$ cat config.mk
export PLATFORM = sky130hd
export DESIGN_NAME = tmx_top
export DESIGN_NICKNAME = d
export VERILOG_FILES = /design/src/verilog/tmx_pkg.sv /design/src/verilog/tmx_edge.sv /design/src/verilog/tmx_top.sv
export SDC_FILE = /design/constraint.sdc
export NUM_CORES = 1
export LEC_CHECK = 0
export BUFFER_PORTS_ARGS = -buffer_cell sky130_fd_sc_hd__clkbuf_2
export CAP_MARGIN = 0
export CORE_UTILIZATION = 40
export CTS_CLUSTER_DIAMETER = 30
export DETAILED_ROUTE_END_ITERATION = 12
export GPL_ROUTABILITY_DRIVEN = 0
export MAX_ROUTING_LAYER = met4
export PLACE_DENSITY_LB_ADDON = 0.15
export SLEW_MARGIN = 20
export SYNTH_ARGS = -nofsm -noshare
export SYNTH_HDL_FRONTEND = slang
export SYNTH_SLANG_ARGS = --single-unit
$ cat constraint.sdc
create_clock -name mclk -period 3.44 [get_ports mclk]
set_clock_uncertainty 0.2 [all_clocks]
set_input_delay 0.86 -clock mclk [delete_from_list [all_inputs] [get_ports mclk]]
set_output_delay 0.86 -clock mclk [all_outputs]
set_load 0.01 [all_outputs]
$ cat src/verilog/tmx_pkg.sv
package tmx_pkg;
    // Register map, word offsets on the plain port
    localparam logic [3:0] TMX_CTRL_OFS = 4'h0;
    localparam logic [3:0] TMX_BAUD_OFS = 4'h8;
    localparam logic [3:0] TMX_CNT_OFS = 4'h4;
    // Per-timer control field positions
    localparam int TMX_EN_BIT = 0;
    localparam int TMX_DIR_BIT = 1;
    localparam int TMX_CEDGE_LSB = 2;
    localparam int TMX_REDGE_LSB = 4;
    localparam int TMX_CTRL_BITS = 8;
    localparam logic [15:0] TMX_CNT_RST = 16'h0000;
    localparam logic [7:0] TMX_CTRL_RST = 8'h00;
    localparam int TMX_SYNC_STAGES = 2;
    // Edge select encoding
    typedef enum logic [1:0] {
        TMX_EDGE_OFF = 2'h0,
        TMX_EDGE_RISE = 2'h1,
        TMX_EDGE_FALL = 2'h2,
        TMX_EDGE_BOTH = 2'h3
    } tmx_edge_t;
endpackage : tmx_pkg

$ cat src/verilog/tmx_edge.sv
`timescale 1ns/1ns
// Two-flop synchroniser plus edge picker for one pin
module tmx_edge (
    // Clock and reset
    input wire logic mclk,
    input wire logic sys_rst,
    // Pin and selection
    input wire logic pin,
    input wire logic [1:0] sel,
    // Qualified edge pulse
    output logic hit
);
    import tmx_pkg::*;
    typedef struct packed {
        logic s1;
        logic s2;
        logic s3;
        logic [2:0] warm;
    } tmx_edge_st_t;
    tmx_edge_st_t st;
    tmx_edge_st_t next_st;
    logic rise;
    logic fall;

    // s1 only feeds s2; s3 holds the prior synced level
    always_comb begin
        next_st = st;
        next_st.s1 = pin;
        next_st.s2 = st.s1;
        next_st.s3 = st.s2;
        // Fills with ones after reset; s3 is a real sample once full
        next_st.warm = {st.warm[1:0], 1'b1};
    end

    always_ff @(posedge mclk) begin
        if (sys_rst) begin
            st <= '0;
        end else begin
            st <= next_st;
        end
    end

    // Edge choice from synchronised levels only
    assign rise = st.s2 & ~st.s3;
    assign fall = ~st.s2 & st.s3;
    // Blind until warm, so a pin parked high over reset is no rise
    assign hit = st.warm[2] & ((sel[0] & rise) | (sel[1] & fall));
endmodule : tmx_edge

$ cat src/verilog/tmx_top.sv
// The implementer's own choices: the placing of the registers and strobed register access.
`timescale 1ns/1ns
// Notes on behaviour
// RL1: Each timer steps up or down on chosen external clock edges.
// RL2: Each timer clears on chosen external clear input edges.
// RL3: Timer two clock pin can drive baud generator instead of internal clock.
// RL4: Clock inputs come from shared port 7 lines 0,2,4,6.
// RL5: Clear inputs come from shared port 7 odd lines.
// RL6: Pins synchronised before edge detection; clear edge loads zero.
module tmx_top #(
    parameter int NTIM = 4,
    parameter int CW = 16
) (
    // Clock and reset
    input wire logic mclk,
    input wire logic sys_rst,
    // External clock pins
    input wire logic timer_one_ext_clock,
    input wire logic timer_two_ext_clock,
    input wire logic timer_three_ext_clock,
    input wire logic timer_four_ext_clock,
    // External clear pins
    input wire logic timer_one_ext_clear,
    input wire logic timer_two_ext_clear,
    input wire logic timer_three_ext_clear,
    input wire logic timer_four_ext_clear,
    // Baud generator source
    input wire logic baud_int_tick,
    output logic baud_tick,
    // Register port
    input wire logic [3:0] reg_addr,
    input wire logic [15:0] reg_wdata,
    input wire logic reg_wr,
    input wire logic reg_rd,
    output logic [15:0] reg_rdata
);
    import tmx_pkg::*;

    // All state in one record; next_st is its combinational copy
    typedef struct packed {
        logic [NTIM-1:0][7:0] ctrl;
        logic [NTIM-1:0][CW-1:0] cnt;
        logic baud_ext;
        logic [15:0] rdata;
    } tmx_st_t;
    tmx_st_t st;
    tmx_st_t next_st;

    // Pin levels per timer and their qualified edge pulses
    logic [NTIM-1:0] clk_pin;
    logic [NTIM-1:0] clr_pin;
    logic [NTIM-1:0] clk_hit;
    logic [NTIM-1:0] clr_hit;

    // Pin map to port 7 lines: even lines clock, odd lines clear
    assign clk_pin = {timer_four_ext_clock, timer_three_ext_clock,
                      timer_two_ext_clock, timer_one_ext_clock}; // [RL4]
    assign clr_pin = {timer_four_ext_clear, timer_three_ext_clear,
                      timer_two_ext_clear, timer_one_ext_clear}; // [RL5]

    // One synchroniser and edge picker per pin
    genvar gi;
    generate
        for (gi = 0; gi < NTIM; gi++) begin : g_pin
            tmx_edge u_clk (
                .mclk(mclk),
                .sys_rst(sys_rst),
                .pin(clk_pin[gi]),
                .sel(st.ctrl[gi][TMX_CEDGE_LSB +: 2]),
                .hit(clk_hit[gi])
            ); // [RL6]
            tmx_edge u_clr (
                .mclk(mclk),
                .sys_rst(sys_rst),
                .pin(clr_pin[gi]),
                .sel(st.ctrl[gi][TMX_REDGE_LSB +: 2]),
                .hit(clr_hit[gi])
            ); // [RL6]
        end
    endgenerate

    // Count, clear and register access; clear beats count, bus write last
    always_comb begin
        next_st = st;
        next_st.rdata = 16'h0000;
        // Pin events first: a clear edge swallows a step in that cycle
        for (int i = 0; i < NTIM; i++) begin
            if (clr_hit[i]) begin
                next_st.cnt[i] = TMX_CNT_RST[CW-1:0]; // [RL2] [RL6]
            end else if (st.ctrl[i][TMX_EN_BIT] && clk_hit[i]) begin
                if (st.ctrl[i][TMX_DIR_BIT]) begin
                    next_st.cnt[i] = st.cnt[i] - 1'b1; // [RL1]
                end else begin
                    next_st.cnt[i] = st.cnt[i] + 1'b1; // [RL1]
                end
            end
        end
        // Bus writes last, so software always has the final word
        if (reg_wr) begin
            if (reg_addr == TMX_BAUD_OFS) begin
                next_st.baud_ext = reg_wdata[0];
            end
            for (int i = 0; i < NTIM; i++) begin
                if (reg_addr == TMX_CTRL_OFS + 4'(i)) begin
                    next_st.ctrl[i] = reg_wdata[7:0];
                end
                if (reg_addr == TMX_CNT_OFS + 4'(i)) begin
                    next_st.cnt[i] = reg_wdata[CW-1:0];
                end
            end
        end
        // Read data for the next cycle only; holes read as zero
        if (reg_rd) begin
            if (reg_addr == TMX_BAUD_OFS) begin
                next_st.rdata = {15'h0000, st.baud_ext};
            end
            for (int i = 0; i < NTIM; i++) begin
                if (reg_addr == TMX_CTRL_OFS + 4'(i)) begin
                    next_st.rdata = {8'h00, st.ctrl[i]};
                end
                if (reg_addr == TMX_CNT_OFS + 4'(i)) begin
                    next_st.rdata = 16'(st.cnt[i]);
                end
            end
        end
    end

    // State register; sync reset puts every field at its reset value
    always_ff @(posedge mclk) begin
        if (sys_rst) begin
            for (int i = 0; i < NTIM; i++) begin
                st.ctrl[i] <= TMX_CTRL_RST;
                st.cnt[i] <= TMX_CNT_RST[CW-1:0];
            end
            st.baud_ext <= 1'b0;
            st.rdata <= 16'h0000;
        end else begin
            st <= next_st;
        end
    end

    // Baud source: timer two clock edge or internal tick
    assign baud_tick = st.baud_ext ? clk_hit[1] : baud_int_tick; // [RL3]
    assign reg_rdata = st.rdata;

    // Checks on counting, clearing and the baud path
    property p_clear;
        @(posedge mclk) disable iff (sys_rst)
        (clr_hit[0] && !(reg_wr && reg_addr == TMX_CNT_OFS))
            |=> st.cnt[0] == '0;
    endproperty
    a_clear: assert property (p_clear) else $error("clear missed"); // [RL2]

    property p_up;
        @(posedge mclk) disable iff (sys_rst)
        (clk_hit[2] && !clr_hit[2] && st.ctrl[2][TMX_EN_BIT]
            && !st.ctrl[2][TMX_DIR_BIT] && !reg_wr)
            |=> st.cnt[2] == $past(st.cnt[2]) + 1'b1;
    endproperty
    a_up: assert property (p_up) else $error("count up wrong"); // [RL1]

    property p_hold;
        @(posedge mclk) disable iff (sys_rst)
        (!clk_hit[3] && !clr_hit[3] && !reg_wr) |=> $stable(st.cnt[3]);
    endproperty
    a_hold: assert property (p_hold) else $error("count moved"); // [RL1]

    property p_baud;
        @(posedge mclk) disable iff (sys_rst)
        st.baud_ext |-> baud_tick == clk_hit[1];
    endproperty
    a_baud: assert property (p_baud) else $error("baud source"); // [RL3]

    property p_baud_pin;
        @(posedge mclk) disable iff (sys_rst)
        (st.baud_ext && baud_tick) |->
            $past(timer_two_ext_clock, 2) != $past(timer_two_ext_clock, 3);
    endproperty
    a_baud_pin: assert property (p_baud_pin) else $error("baud pin"); // [RL3]

    property p_down;
        @(posedge mclk) disable iff (sys_rst)
        (clk_hit[0] && !clr_hit[0] && st.ctrl[0][TMX_EN_BIT]
            && st.ctrl[0][TMX_DIR_BIT] && !reg_wr)
            |=> st.cnt[0] == $past(st.cnt[0]) - 1'b1;
    endproperty
    a_down: assert property (p_down) else $error("count down wrong"); // [RL1]

    property p_up_one;
        @(posedge mclk) disable iff (sys_rst)
        (clk_hit[0] && !clr_hit[0] && st.ctrl[0][TMX_EN_BIT]
            && !st.ctrl[0][TMX_DIR_BIT] && !reg_wr)
            |=> st.cnt[0] == $past(st.cnt[0]) + 1'b1;
    endproperty
    a_up_one: assert property (p_up_one) else $error("step up wrong"); // [RL1]

    // Per-timer checks on the pin path and on counts
    for (gi = 0; gi < NTIM; gi++) begin : g_chk
        // A clear edge with no write to that count leaves zero
        property p_clear_each;
            @(posedge mclk) disable iff (sys_rst)
            (clr_hit[gi] && !(reg_wr && reg_addr == TMX_CNT_OFS + 4'(gi)))
                |=> st.cnt[gi] == '0;
        endproperty
        a_clear_each: assert property (p_clear_each) // [RL2]
            else $error("clear lost");

        // No pin event and no write: the count must not move
        property p_hold_each;
            @(posedge mclk) disable iff (sys_rst)
            (!clk_hit[gi] && !clr_hit[gi] && !reg_wr)
                |=> $stable(st.cnt[gi]);
        endproperty
        a_hold_each: assert property (p_hold_each) // [RL1]
            else $error("count drift");

        // Edges show two syncs late, never straight from the pin
        property p_clk_sync;
            @(posedge mclk) disable iff (sys_rst)
            clk_hit[gi] |-> $past(clk_pin[gi], 2) != $past(clk_pin[gi], 3);
        endproperty
        a_clk_sync: assert property (p_clk_sync) // [RL6]
            else $error("clock edge timing");

        property p_clr_sync;
            @(posedge mclk) disable iff (sys_rst)
            clr_hit[gi] |-> $past(clr_pin[gi], 2) != $past(clr_pin[gi], 3);
        endproperty
        a_clr_sync: assert property (p_clr_sync) // [RL6]
            else $error("clear edge timing");
    end
endmodule : tmx_top
Yosys cells after proc, flatten, opt, wreduce, memory -nomap -nowiden:

Index checks and enable logic that the tools add are counted.
Widths: inputs -> output; s select.

* $add $sub $neg: 8
* $mul: 0
* divide/modulo/power cells: 0
* order comparisons: 0
* equality and inequality tests: 8
* shifts and indexed selects: 0
* muxes and demuxes: 36
* bitwise logic cells: 65
* reduce and logical (&&, ||, !) cells: 11

Operator list (number)
* $mux 16: 23
* $mux 65: 1
* $add 16x1->16 const B: 4
* $sub 16x1->16 const B: 4
* $and 1x1->1: 40
* $not 1->1: 17
* $eq 4x3->1 const B: 4
* $mux 1: 11
* $reduce_and 2->1: 5
* $eq 4x2->1 const B: 2
* $mux 8: 1
* $or 1x1->1: 8
* $eq 4x1->1 const B: 1
* $eq 4x4->1 const B: 1
* $logic_and 1x1->1: 4
* $logic_not 4->1: 1
* $reduce_or 2->1: 1

* flip-flop bits (word level): 161
* bits in latches: 0
* RAM bits: 0
* bits in read-only memories: 0
* memories kept: 0

Longest topological paths before layout:

* word-level depth: 10
* mapped depth: 9
* mapped depth without buffers: 8

Modules after synthesis:

From an unflattened synthesis, not the netlist that was laid out.

* cell total of the unflattened synthesis: 1143
* area, all modules: 9369.0 µm²

Modules (own cells, without submodules)
* tmx_top: instances 1, cells each 1023, area an instance 7957.6 µm², sequential area each 2262.2 µm²
* tmx_edge: instances 8, cells each 15, area an instance 176.4 µm², sequential area each 120.1 µm²

Worst setup path after synthesis:

No wires, ideal clock.

* path kind: register to register
* start: reg st[82] in the netlist's numbering
* end: reg st[31] in the netlist's numbering
* library setup time: 0.101 ns
* arrival time: 2.396 ns
* path slack: 0.743 ns
* cell stages (with the launch flop): 9
* buffers on the path: 0
* path through: dfxtp_1 ha_1 a21o_1 a21o_1 a2111oi_4 nor2_1 a221oi_2 xor2_1 o41ai_1

* cells in the longest elaborated chain, start to end: 5

RTL lines
* start, declared: line tmx_top.sv:46 `tmx_st_t st;`
* start signal, assigned: line tmx_top.sv:138 `st <= next_st;`
* $mux 16 (*): line tmx_top.sv:91 `if (st.ctrl[i][TMX_DIR_BIT]) begin`
* $mux 16 (*): line tmx_top.sv:90 `end else if (st.ctrl[i][TMX_EN_BIT] && clk_hit[i]) begin`
* $mux 16 (*): line tmx_top.sv:88 `if (clr_hit[i]) begin`
* $mux 16: line tmx_top.sv:107 `if (reg_addr == TMX_CNT_OFS + 4'(i)) begin`
* $mux 65 (*): line tmx_top.sv:99 `if (reg_wr) begin`

Mark *: on every way between the ends. The rest lies on a longest branch, timed or not.
A chain may end at the register's enable or synchronous reset.

Worst setup path after layout:

* start: reg st[90] in the netlist's numbering
* end: reg st[45] in the netlist's numbering

Same word-level chain as after synthesis.

==> run summary <==
first drt pass iteration count: 5
# IOs: 50
die width: 151 um
Slew @ Worst Pin: 685 ps
final worst path period share: 85.5%
hold depth: 1
gr ovfl total: 0
highest-delay cell along the critical path: dfxtp_1
TNS Setup: 0 ps
H-tree levels: 4
largest net degree at the start of global routing: 127
critical path data arrival time: 3030 ps
routed vias/inst: 5.66
input/output buffers: 49
worst vdd ir: 346 uV
status: completed
fmax: 0.340 GHz
Root Buffer Master: clkbuf_16
core area: 21800 um^2
kind of critical path: reg2reg
max-cap violations: 0
CP delay by family, top: compound AO/OA/AOI/OAI gates
Max Slew Vio Count: 0
CTS tree: yes
RSZ-0062 raised after global routing: false
postcts setup bufs: 0
Final setup viols: 0
most common cell in the netlist: dfxtp_1
relative slew slack: 54.2%
Design Power: 3880 uW
syn avg cell area: 8.54 um^2
Final Hold Viols: 0
fin cells: 1361
drc violations: 0
DR vias: 7706
WP buf/inv: 0
Die ar.: 22900 um^2
WL/cell: 18.7 um
Worst-path clk slew: 70 ps
ANT nets after route: 0
Die H: 151 um
P&R area growth vs syn: 12.0%
Syn. warnings: 0
minimum clock period: 2940 ps
syn nets: 1138
CTS max path bufs: 2
leakage: 0.00418 uW
GRT Overall Usage: 24.3%
global-route wire length before repair: 40500 um
Routed WL: 25500 um
count of cell types in the netlist: 77
post-DP HPWL: 18900 um
EDFF count, synth: 0
Placed Cells: 1329
Post-CTS Hold Buffers: 0
Max FO, Critical Path: 16
initial core utilization: 40.9%
r2r worst-path depth: 8
Syn Std Cell Area: 8920 um^2
fin util: 45.8%
top-area cell type share of the netlist area: 31.4%
post-synth top area cell: dfxtp_1
async set-or-reset flop fraction in the synthesized netlist: 0%
Antenna Cells: 0
ys flop type: dfxtp_1
num rows: 54
crit end category: register
Synth top cells by count: dfxtp_1 (140), nor2_1 (126), nand2_1 (81)
TritonCTS buffer count: 17
synthesized flop and latch total: 140
crit-path cells: ha_1 -> a211oi_1 -> nor2_1 -> o221ai_1 -> o21ai_0 -> a21oi_1 -> xor2_1 -> o22ai_1
share of post-route cells with drive strength above 1: 13.1%
Pwr Density: 388 nW/um^2
Area contributors post-synth: dfxtp_1 (31%), ha_1 (7.9%), mux2i_1 (6.3%)
Post-layout nets: 1161
Skew-Pair Late Insertion Delay: 430 ps
initial antenna violation count: 1
Max stage delay on crit path: 750 ps
Hold WC Path Type: reg2reg
First DRT Iteration DRCs: 521
post-synthesis cell count: 1045
clock sinks: 140
post-synthesis sequential area ratio: 31.4%
CP startpoint kind: register
vias in the first global route: 7179
Stages on worst setup path: 8
CTS resizes: 0
Req. time, crit path: 3530 ps
## area by class of cell
class,count,area [um^2]
tap,280,350
inverter,13,48.8
sequential,140,2800
clock inverter,14,171
clock buffer,18,439
multi-input combinational,822,5730
fill,2202,11800
timing repair buffer,74,448
## cells in the final DEF (no fill, tap or decap), types with 12 or more instances in the layout
| cell type | netlist | routed |
|---|---|---|
| a21oi_1 | 52 | 52 |
| nand3_1 | 12 | 12 |
| clkbuf_2 | 0 | 48 |
| buf_4 | 16 | 25 |
| a22oi_1 | 46 | 46 |
| dfxtp_1 | 140 | 140 |
| xnor2_1 | 22 | 22 |
| o21bai_1 | 13 | 13 |
| nand2_1 | 81 | 81 |
| inv_1 | 13 | 13 |
| nor3_1 | 18 | 17 |
| o21ai_0 | 49 | 49 |
| a21o_1 | 21 | 21 |
| o22ai_1 | 22 | 22 |
| nor2_1 | 126 | 126 |
| ha_1 | 56 | 56 |
| clkbuf_16 | 0 | 17 |
| nor2b_1 | 44 | 44 |
| xor2_1 | 25 | 25 |
| a211oi_1 | 20 | 20 |
| mux2i_1 | 56 | 56 |
## worst paths after layout
check	slack, ps	startpoint	end
worst min-delay path	240	g_pin[0].u_clk.next_st[4]	g_pin[0].u_clk.next_st[3]
worst max-delay path	500	st[90]	st[45]
worst min register to register	240	g_pin[0].u_clk.next_st[4]	g_pin[0].u_clk.next_st[3]
worst max register to register	500	st[90]	st[45]
## per-layer routing
layer	vias up	global-route usage [%]	wire length, um
met5	-	-	0
met4	0	8.35	565
met3	33	3.80	1020
met2	180	36.1	11100
met1	3617	33.3	12800
li1	3876	-	-
## sequential cells by signal (all words and copies together) (netlist names)
| name | cells |
|---|---|
| g_pin.u_clk.st | 4 |
| reg_rdata | 16 |
| st | 97 |
| g_pin.u_clk.next_st | 8 |
| g_pin.u_clr.st | 5 |
| g_pin.u_clr.next_st | 10 |
## power by group
group | switching (uW) | total [uW] | internal, uW
Sequential | 25.3 | 1680 | 1650
Combinational | 175 | 279 | 104
Clock | 803 | 1920 | 1120
## metrics by stage
| step | area (um^2) | setup slack (ps) | hold WS (ps) |
|---|---|---|---|
| after floorplan | 8920 | 743 | 214 |
| after global placement | 9380 | 553 | 216 |
| after detailed placement | 9380 | 534 | 226 |
| after CTS | 9990 | 518 | 242 |
| after global routing | 9990 | 226 | 255 |
| final | 9990 | 500 | 236 |
## logic make-up after synthesis
group / after synthesis / share of synthesized area (%)
AO/OA/AOI/OAI: 293 / 22.3
XOR/XNOR: 47 / 4.61
adder cells (fa/ha/maj): 60 / 8.75
buffers and inverters: 83 / 4.35
flip-flops: 140 / 31.4
multiplexers: 71 / 9.06
AND/OR/NAND/NOR: 351 / 19.5
Power figures use the tool's default switching activity.
